## config.mk

```make
export PLATFORM = sky130hd
export DESIGN_NAME = udsec_ctrl
export DESIGN_NICKNAME = d
export VERILOG_FILES = /design/src/core/udsec_pkg.sv /design/src/core/udsec_ctrl.sv
export SDC_FILE = /design/constraint.sdc
export NUM_CORES = 1
export LEC_CHECK = 0
export BUFFER_PORTS_ARGS = -buffer_cell sky130_fd_sc_hd__buf_4
export CORE_ASPECT_RATIO = 1.2
export CORE_MARGIN = 4
export CORE_UTILIZATION = 54
export CTS_BUF_LIST = sky130_fd_sc_hd__clkbuf_8 sky130_fd_sc_hd__clkbuf_16
export DETAILED_ROUTE_END_ITERATION = 8
export HOLD_SLACK_MARGIN = 0.03
export PLACE_DENSITY = 0.76
export SKIP_LAST_GASP = 1
export SLEW_MARGIN = 5
export SYNTH_ARGS = -nofsm -noshare
export SYNTH_HDL_FRONTEND = slang
export SYNTH_SLANG_ARGS = --single-unit
```

## constraint.sdc

```tcl
create_clock -name ref_clk -period 6.65 [get_ports ref_clk]
set_input_delay 0.9975 -clock ref_clk [delete_from_list [all_inputs] [get_ports ref_clk]]
set_output_delay 0.9975 -clock ref_clk [all_outputs]
set_load 0.005 [all_outputs]
```

## src/core/udsec_pkg.sv

```systemverilog
// constants and types for the usb status and control endpoint block
`default_nettype none
package udsec_pkg;

  // ****************************************************************
  // timing
  // ****************************************************************
  localparam int CLK_MHZ       = 50;
  localparam int RESUME_MIN_US = 3000;
  localparam int IDLE_US       = 3000;
  // forced resume must last longer than the minimum, so one cycle more
  localparam int RESUME_CYCLES = RESUME_MIN_US * CLK_MHZ + 1;
  localparam int IDLE_CYCLES   = IDLE_US * CLK_MHZ;
  localparam int CNT_W         = 18;

  // ****************************************************************
  // register map
  // ****************************************************************
  localparam logic [3:0] ADDR_CTRL     = 4'h0;
  localparam logic [3:0] ADDR_STATUS   = 4'h1;
  localparam logic [3:0] ADDR_MASK     = 4'h2;
  localparam logic [3:0] ADDR_EP0CSR   = 4'h3;
  localparam logic [3:0] ADDR_EP0SIZE  = 4'h4;
  localparam logic [3:0] ADDR_CONFIG   = 4'h5;
  localparam int         ADDR_BUF_BIT  = 3;

  localparam int CTRL_ENABLE   = 0;
  localparam int CTRL_CLK_GATE = 1;
  localparam int CTRL_RESUME   = 2;
  localparam int CTRL_DONE_IE  = 3;
  localparam logic [7:0] CTRL_RW_BITS = 8'h0b;

  localparam int ST_CONFIG  = 0;
  localparam int ST_SETUP   = 1;
  localparam int ST_SOF     = 2;
  localparam int ST_CFG_CHG = 3;
  localparam int ST_BUS_RST = 4;
  localparam int ST_WAKEUP  = 5;
  localparam int ST_SUSPEND = 6;
  localparam logic [7:0] ST_FLAG_BITS = 8'h7e;

  localparam int MSK_STALL = 0;
  localparam logic [7:0] MSK_RW_BITS = 8'h7e;

  localparam int CSR_TX_ARMED = 0;
  localparam int CSR_TX_DONE  = 1;
  localparam int CSR_RX_FULL  = 2;
  localparam int CSR_RX_DONE  = 3;

  localparam int CFG_RST_TO_IRQ = 0;
  localparam int SIZE_TX_LSB    = 4;

  // ****************************************************************
  // types
  // ****************************************************************
  typedef enum logic [2:0] {
    RESP_NONE  = 3'h0,
    RESP_ACK   = 3'h1,
    RESP_NAK   = 3'h2,
    RESP_STALL = 3'h3,
    RESP_DATA  = 3'h4
  } udsec_resp_e;

  typedef struct packed {
    logic       wr;
    logic       rd;
    logic [3:0] addr;
    logic [7:0] wdata;
  } udsec_bus_s;

  typedef struct packed {
    logic       setup_req;
    logic       setup_pkt;
    logic       sof;
    logic       cfg_set;
    logic       cfg_value;
    logic       bus_reset;
    logic       bus_activity;
    logic       suspend_state;
    logic       line_idle;
    logic       remote_wake_en;
    logic       in_token;
    logic       in_ack;
    logic       out_token;
    logic       out_done;
    logic [3:0] rx_count;
    logic       rx_we;
    logic [2:0] rx_idx;
    logic [7:0] rx_byte;
    logic [2:0] tx_idx;
  } udsec_sie_s;

  typedef struct packed {
    logic [7:0]       ctrl;
    logic [7:0]       status;
    logic [7:0]       mask;
    logic [3:0]       csr;
    logic [3:0]       rx_size;
    logic [3:0]       tx_size;
    logic             rst_to_irq;
    logic             susp_mode;
    logic [CNT_W-1:0] resume_cnt;
    logic [CNT_W-1:0] idle_cnt;
    logic [7:0]       rdata;
    logic [7:0]       tx_byte;
    udsec_resp_e      resp;
    logic [7:0][7:0]  rx_buf;
    logic [7:0][7:0]  tx_buf;
  } udsec_state_s;

endpackage
`default_nettype wire

```

## src/core/udsec_ctrl.sv

```systemverilog
// usb device status, interrupt mask and control endpoint logic
// Functional notes
// done enable gates both ep0 done flags
// resume write works only suspended with wakeup
// resume held over 3ms, reads zero
// config bit mirrors configuration one
// setup flag on error free request
// software decodes request from ep0 buffer
// frame start flag on sof packet
// config change flag on accepted configuration
// bus reset flag: reset or irq
// wakeup flag on activity while suspended
// suspend flag on suspend or idle
// software gates clock before stop mode
// forced stall until next setup
// masks enable irq per status flag
// bus reset irq only with irq select
// rx size holds last out count
// software writes tx size, write only
// armed bit, cleared by hardware, nak
// tx done flag forces in nak
// rx full until software clears, nak
// rx done on out or setup
// flags clear on write zero only
// module enable low resets the block; status mask enables, tx size, irq select and ep0 buffers keep their values
// clock gate before module enable
// single irq is or of enabled flags
// hardware set beats software clear
//
// The address map and the strobed register port were chosen for this implementation.
`timescale 1ns/1ns
`default_nettype none

module udsec_ctrl
  import udsec_pkg::*;
#(
  parameter logic [CNT_W-1:0] RESUME_LEN = CNT_W'(RESUME_CYCLES),
  parameter logic [CNT_W-1:0] IDLE_LEN   = CNT_W'(IDLE_CYCLES)
) (
  input  wire logic        ref_clk,
  input  wire logic        rst,
  input  wire udsec_bus_s  bus,
  output logic [7:0]       rdata,
  input  wire udsec_sie_s  sie,
  output udsec_resp_e      ep0_resp,
  output logic [7:0]       tx_byte,
  output logic [3:0]       tx_size,
  output logic             resume_k,
  output logic             suspended,
  output logic             usb_clock_gate,
  output logic             mcu_reset_req,
  output logic             irq
);

  // ****************************************************************
  // state
  // ****************************************************************
  udsec_state_s st;
  udsec_state_s next_st;

  logic       enabled;
  logic       wr_ctrl;
  logic       wr_status;
  logic       wr_mask;
  logic       wr_csr;
  logic       wr_size;
  logic       wr_config;
  logic       wr_buf;
  logic       idle_hit;
  logic [7:0] st_set;
  logic [3:0] csr_set;

  assign enabled   = st.ctrl[CTRL_ENABLE];
  assign wr_ctrl   = bus.wr && (bus.addr == ADDR_CTRL);
  assign wr_status = bus.wr && (bus.addr == ADDR_STATUS);
  assign wr_mask   = bus.wr && (bus.addr == ADDR_MASK);
  assign wr_csr    = bus.wr && (bus.addr == ADDR_EP0CSR);
  assign wr_size   = bus.wr && (bus.addr == ADDR_EP0SIZE);
  assign wr_config = bus.wr && (bus.addr == ADDR_CONFIG);
  assign wr_buf    = bus.wr && bus.addr[ADDR_BUF_BIT];
  assign idle_hit  = sie.line_idle && !st.susp_mode
                     && (st.idle_cnt == IDLE_LEN - 1'b1);

  // ****************************************************************
  // next state
  // ****************************************************************
  always_comb begin
    next_st      = st;
    next_st.resp = RESP_NONE;
    st_set       = '0;
    csr_set      = '0;

    // bus events
    // setup request flag
    st_set[ST_SETUP]   = sie.setup_req;
    // frame start flag
    st_set[ST_SOF]     = sie.sof;
    // config change flag
    st_set[ST_CFG_CHG] = sie.cfg_set;
    // bus reset flag
    st_set[ST_BUS_RST] = sie.bus_reset;
    // wakeup flag
    st_set[ST_WAKEUP]  = sie.bus_activity && st.susp_mode
                         && (st.resume_cnt == '0);
    // suspend flag
    st_set[ST_SUSPEND] = sie.suspend_state || idle_hit;

    // idle timer
    if (sie.line_idle && !st.susp_mode && !idle_hit) begin
      next_st.idle_cnt = st.idle_cnt + 1'b1;
    end else begin
      next_st.idle_cnt = '0;
    end

    // register writes
    if (wr_ctrl) begin
      next_st.ctrl = bus.wdata & CTRL_RW_BITS;
    end
    if (wr_mask) begin
      next_st.mask = (bus.wdata & MSK_RW_BITS)
                     | (st.mask & ~MSK_RW_BITS);
      // stall set by one only
      if (bus.wdata[MSK_STALL]) begin
        next_st.mask[MSK_STALL] = 1'b1;
      end
    end
    if (wr_size) begin
      // tx size write only
      next_st.tx_size = bus.wdata[SIZE_TX_LSB +: 4];
    end
    if (wr_config) begin
      next_st.rst_to_irq = bus.wdata[CFG_RST_TO_IRQ];
    end
    if (wr_buf) begin
      next_st.tx_buf[bus.addr[2:0]] = bus.wdata;
    end
    // write zero clears flags
    if (wr_status) begin
      next_st.status = st.status & (bus.wdata | ~ST_FLAG_BITS);
    end
    if (wr_csr) begin
      next_st.csr[CSR_TX_DONE] = st.csr[CSR_TX_DONE]
                                 & bus.wdata[CSR_TX_DONE];
      next_st.csr[CSR_RX_FULL] = st.csr[CSR_RX_FULL]
                                 & bus.wdata[CSR_RX_FULL];
      next_st.csr[CSR_RX_DONE] = st.csr[CSR_RX_DONE]
                                 & bus.wdata[CSR_RX_DONE];
      // software arms or disarms
      next_st.csr[CSR_TX_ARMED] = bus.wdata[CSR_TX_ARMED];
    end

    // hardware set wins over clear
    next_st.status = next_st.status | st_set;

    // single configuration
    if (sie.cfg_set) begin
      next_st.status[ST_CONFIG] = sie.cfg_value;
    end
    if (sie.bus_reset) begin
      next_st.status[ST_CONFIG] = 1'b0;
      next_st.susp_mode         = 1'b0;
    end

    // suspend and wakeup
    if (st_set[ST_WAKEUP]) begin
      next_st.susp_mode = 1'b0;
    end
    // flag enters suspend mode
    if (st_set[ST_SUSPEND]) begin
      next_st.susp_mode = 1'b1;
    end

    // remote wakeup request
    if (wr_ctrl && bus.wdata[CTRL_RESUME] && st.susp_mode
        && sie.remote_wake_en && (st.resume_cnt == '0)) begin
      // long forced resume
      next_st.resume_cnt = RESUME_LEN;
    end else if (st.resume_cnt != '0) begin
      next_st.resume_cnt = st.resume_cnt - 1'b1;
      if (st.resume_cnt == 1'b1) begin
        next_st.susp_mode = 1'b0;
      end
    end

    // control endpoint handshake
    if (sie.in_token) begin
      // stall on in token
      if (st.mask[MSK_STALL]) begin
        next_st.resp = RESP_STALL;
      // done forces nak
      end else if (!st.csr[CSR_TX_ARMED] || st.csr[CSR_TX_DONE]) begin
        next_st.resp = RESP_NAK;
      end else begin
        next_st.resp = RESP_DATA;
      end
    end
    if (sie.out_token) begin
      if (st.mask[MSK_STALL]) begin
        next_st.resp = RESP_STALL;
      // full buffer naks
      end else if (st.csr[CSR_RX_FULL] || st.csr[CSR_RX_DONE]) begin
        next_st.resp = RESP_NAK;
      end else begin
        next_st.resp = RESP_ACK;
      end
    end
    if (sie.in_ack) begin
      // hardware disarms
      next_st.csr[CSR_TX_ARMED] = 1'b0;
      csr_set[CSR_TX_DONE]      = 1'b1;
    end
    if (sie.out_done) begin
      // latch received count
      next_st.rx_size      = sie.rx_count;
      csr_set[CSR_RX_FULL] = 1'b1;
      csr_set[CSR_RX_DONE] = 1'b1;
    end
    if (sie.setup_pkt) begin
      // setup also completes out
      next_st.rx_size           = sie.rx_count;
      csr_set[CSR_RX_DONE]      = 1'b1;
      next_st.csr[CSR_TX_ARMED] = 1'b0;
      // stall ends at setup
      next_st.mask[MSK_STALL]   = 1'b0;
    end
    next_st.csr = next_st.csr | csr_set;
    if (sie.rx_we) begin
      next_st.rx_buf[sie.rx_idx] = sie.rx_byte;
    end
    next_st.tx_byte = st.tx_buf[sie.tx_idx];

    // disabled module clears status, csr, rx size, stall, suspend and timers
    if (!enabled) begin
      next_st.status     = '0;
      next_st.csr        = '0;
      next_st.rx_size    = '0;
      next_st.susp_mode  = 1'b0;
      next_st.resume_cnt = '0;
      next_st.idle_cnt   = '0;
      next_st.resp       = RESP_NONE;
      next_st.mask[MSK_STALL] = 1'b0;
    end
    if (wr_ctrl) begin
      next_st.ctrl = bus.wdata & CTRL_RW_BITS;
    end

    // read data, one cycle after the strobe
    next_st.rdata = '0;
    if (bus.rd) begin
      if (bus.addr[ADDR_BUF_BIT]) begin
        next_st.rdata = st.rx_buf[bus.addr[2:0]];
      end else begin
        case (bus.addr)
          // resume bit reads zero
          ADDR_CTRL:    next_st.rdata = st.ctrl;
          ADDR_STATUS:  next_st.rdata = st.status;
          ADDR_MASK:    next_st.rdata = st.mask & MSK_RW_BITS;
          ADDR_EP0CSR:  next_st.rdata = {4'h0, st.csr};
          ADDR_EP0SIZE: next_st.rdata = {4'h0, st.rx_size};
          ADDR_CONFIG:  next_st.rdata = {7'h00, st.rst_to_irq};
          default:      next_st.rdata = '0;
        endcase
      end
    end
  end

  always_ff @(posedge ref_clk or posedge rst) begin
    if (rst) begin
      st <= '0;
    end else begin
      st <= next_st;
    end
  end

  // ****************************************************************
  // outputs
  // ****************************************************************
  assign rdata          = st.rdata;
  assign ep0_resp       = st.resp;
  assign tx_byte        = st.tx_byte;
  assign tx_size        = st.tx_size;
  assign resume_k       = (st.resume_cnt != '0);
  assign suspended      = st.susp_mode;
  assign usb_clock_gate = st.ctrl[CTRL_CLK_GATE];
  // reset when irq not selected
  assign mcu_reset_req  = st.status[ST_BUS_RST] && !st.rst_to_irq;

  // one interrupt line
  always_comb begin
    irq = 1'b0;
    // status masks
    if (|(st.status & st.mask & ST_FLAG_BITS & ~(8'h01 << ST_BUS_RST))) begin
      irq = 1'b1;
    end
    // bus reset irq
    if (st.status[ST_BUS_RST] && st.mask[ST_BUS_RST] && st.rst_to_irq) begin
      irq = 1'b1;
    end
    // one enable for both ep0 flags
    if (st.ctrl[CTRL_DONE_IE]
        && (st.csr[CSR_TX_DONE] || st.csr[CSR_RX_DONE])) begin
      irq = 1'b1;
    end
  end

  // ****************************************************************
  // checks
  // ****************************************************************
  logic [CNT_W-1:0] k_len;

  always_ff @(posedge ref_clk or posedge rst) begin
    if (rst) begin
      k_len <= '0;
    end else if (resume_k) begin
      k_len <= k_len + 1'b1;
    end else begin
      k_len <= '0;
    end
  end
endmodule
`default_nettype wire

```

==> summary.txt <==
STA
  – Worst-margin pin slew: 1.352 ns
  – Final period utilization: 54.35%
  – Rel. slew slack: 9.868%
  – Final hold vios: 0
  – Hold_ws: 0.4870 ns
  – Clock skew: 0.02494 ns
  – Final Max Slew Viols: 0
  – Total Neg Setup Slack: 0 ns
  – RSZ-0062 raised after global routing: no
  – Final setup viols: 0
  – Fmax: 276.7 MHz
  – Fin crit period: 3.614 ns

Critical path
  – Required time of the critical path: 5.65 ns
  – Reg-to-reg critical path startpoint: st[176]
  – Worst reg2reg path depth: 4
  – Crit Path Class: reg2out
  – Crit-path max FO: 9
  – Startpoint Class: flip-flop
  – Setup crit end kind: output port
  – Worst R2R End: st[173]
  – Worst reg2reg setup slack: 4.22 ns
  – Crit path capture: resume_k
  – Crit path DAT: 2.62 ns
  – Worst Setup SP: st[173]

Clock tree
  – Max clock buf depth: 3
  – Clk Latency, worst-skew pair: 0.51 ns
  – # H-tree levels: 1
  – TritonCTS clock tree: yes
  – Clock-pin slew of the registers on the worst-case setup and hold paths: 0.06 ns
  – Post-CTS Setup Inserts: 0
  – Cts bufs inserted: 22
  – Cells resized by post-CTS repair: 0
  – Clock sinks: 214
  – Post-CTS Hold Buffers: 0
  – CTS Root Cell: clkbuf_16

Die
  – Die ar.: 0.02080 mm²
  – Row count: 54
  – Core ar.: 0.01817 mm²
  – IO Pins: 77
  – Die H: 157.2 µm
  – Initial Util: 55.11%
  – Die X: 132.3 µm

Synth
  – Synth cell types: 53
  – Seq cells post-synth: 214
  – Mapped cell area: 0.01002 mm²
  – Syn Inst Count: 772
  – Synth warn: 0
  – Syn Nets: 825
  – Post-synth EDFFs: 0
  – Synth Flop Type: dfrtp_1
  – Post-synth ARST share: 100.0%
  – Post-synthesis average cell area: 12.98 µm²
  – Seq/Total Area, Yosys: 53.46%

Finish
  – Fillers: 1369
  – Reg area: 0.005355 mm²
  – Area of the multi-input gates: 0.004307 mm²
  – Most common cell after layout, fill and taps aside: dfrtp_1
  – Share of cells above drive strength 1: 36.58%
  – Layout Nets: 868
  – Most frequent cells in the layout: 214 x dfrtp_1, 151 x mux2_2, 78 x buf_4, 36 x nor2_1
  – Final Util: 62.29%
  – Area Growth Syn to Fin: 13.02%
  – Diode count: 0

Routing
  – DRC violation count after routing: 0
  – Via count: 6516
  – DR iter-0 viols: 387
  – Vias per cell: 6.176
  – Drt first pass iters: 5
  – Drt wl/cell: 21.03 µm
  – Drt total wl: 22190 µm
  – ANT nets after route: 0

Power
  – Flop pwr share: 45.5%
  – Combinational share of power: 23.8%
  – P_sw: 1.101 mW
  – VDD IR max: 0.2747 mV
  – Pleak: 4.902 nW
  – P_int: 2.753 mW
  – Total power: 3.854 mW
  – Pwr Density: 340.4 mW/mm²
  – Part of the power in the clock network: 30.8%
  – Switching share of power: 28.57%

GRT
  – GRT Total Usage: 21.74%
  – Largest net degree at the start of global routing: 215
  – Global route overflow: 0
  – Vias in the first global route: 6946
  – Initial antenna violation count: 0
  – First-pass GRT wire length: 36430 µm

Run status
  – Status: finished clean

Placed design
  – Routability cong.: 0.8387
  – Port-buffer cells: 76
  – Detailed placement HPWL: 15000 µm

Run
  – Maxcap violations: 0

Hold path
  – Worst Hold Class: reg2reg
  – Hold path depth: 1
[worst min-delay path by stage]
stage	start	endpoint	slack, ns
6_report	st[147]	st[147]	0.49
5_1_grt	st[23]	st[23]	0.51
2_1_floorplan	st[147]	st[147]	0.45
3_5_place_dp	st[147]	st[147]	0.48
4_1_cts	st[147]	st[147]	0.49
3_3_place_gp	st[147]	st[147]	0.47
[synth_stat cells (6+ instances only)]
library cell | count | area share (%)
nor2_1 | 36 | 1.3
o21a_1 | 6 | 0.45
or3_1 | 15 | 0.94
inv_1 | 14 | 0.52
nand4_1 | 11 | 0.69
nor2b_1 | 9 | 0.56
mux2_2 | 151 | 17
xor2_1 | 8 | 0.70
dfrtp_1 | 214 | 53
xnor2_1 | 17 | 1.5
clkbuf_1 | 30 | 1.1
o21ai_0 | 18 | 0.90
nand2b_1 | 7 | 0.44
nand2_1 | 29 | 1.1
buf_4 | 23 | 1.7
nand3_1 | 16 | 0.80
a22oi_1 | 7 | 0.52
nor4_1 | 11 | 0.69
a21oi_1 | 29 | 1.4
mux2i_1 | 17 | 1.7
nor3_1 | 9 | 0.45
mux4_2 | 29 | 6.5
[power groups by stage]
stage / combinational, mW / clock, mW / sequential [mW]
finish: 0.917 / 1.19 / 1.75
global route: 1.01 / 1.27 / 1.78
CTS: 0.923 / 1.21 / 1.75
detailed placement: 0.918 / 0 / 1.77
global placement: 0.868 / 0 / 1.74
floorplan: 0.723 / 0 / 1.70
[cells by family after synthesis]
family	count (synthesis)	share of synthesized area, %
DFF	214	53.46
muxes	197	25.19
and+or+nand+nor	169	9.243
AOI/OAI and AO/OA	89	5.746
buffers and inverters	74	3.672
xor gates and xnor gates	25	2.186
adders and majority gates	4	0.4996
[per-layer routing]
| layer | up-vias | GRT usage (%) | wire length [µm] | share of wire (%) |
|---|---|---|---|---|
| met3 | 53 | 3.037 | 983 | 4.4 |
| met1 | 3368 | 26.60 | 8800 | 40 |
| met5 | - | 0 | 0 | 0 |
| li1 | 2904 | - | - | - |
| met2 | 191 | 39.80 | 11720 | 53 |
| met4 | 0 | 7.426 | 681 | 3.1 |
[stage by stage]
| stage | setup WS, ns | cell area, µm² | std cells |
|---|---|---|---|
| floorplan | 2.868 | 10020 | 772 |
| global placement | 3.652 | 10600 | 1015 |
| detailed placement | 3.587 | 10600 | 1015 |
| CTS | 3.055 | 11320 | 1055 |
| global route | 2.908 | 11320 | 1055 |
| finish | 3.036 | 11320 | 1055 |
[sequential cells by signal, indices dropped and copies added (netlist names)]
name            flops
enabled             1
st                188
suspended           1
tx_byte             8
usb_clock_gate      1
ep0_resp            3
tx_size             4
rdata               8
[critical path, stage by stage (launching register included)]
cell and delay, ns:
dfrtp_1 0.41, nor3_1 0.72, nand2_1 0.23, or3_1 0.57, buf_4 0.20
[layout make-up]
cell class | count | area share [%]
Clock buffer | 30 | 5.836
Multi-Input combinational cell | 484 | 38.04
Timing Repair Buffer | 79 | 5.349
Tap cell | 224 | 2.476
Inverter | 14 | 0.4973
Sequential cell | 214 | 47.30
Clock inverter | 10 | 0.4973
No activity file was read; power rests on OpenSTA's default activity.
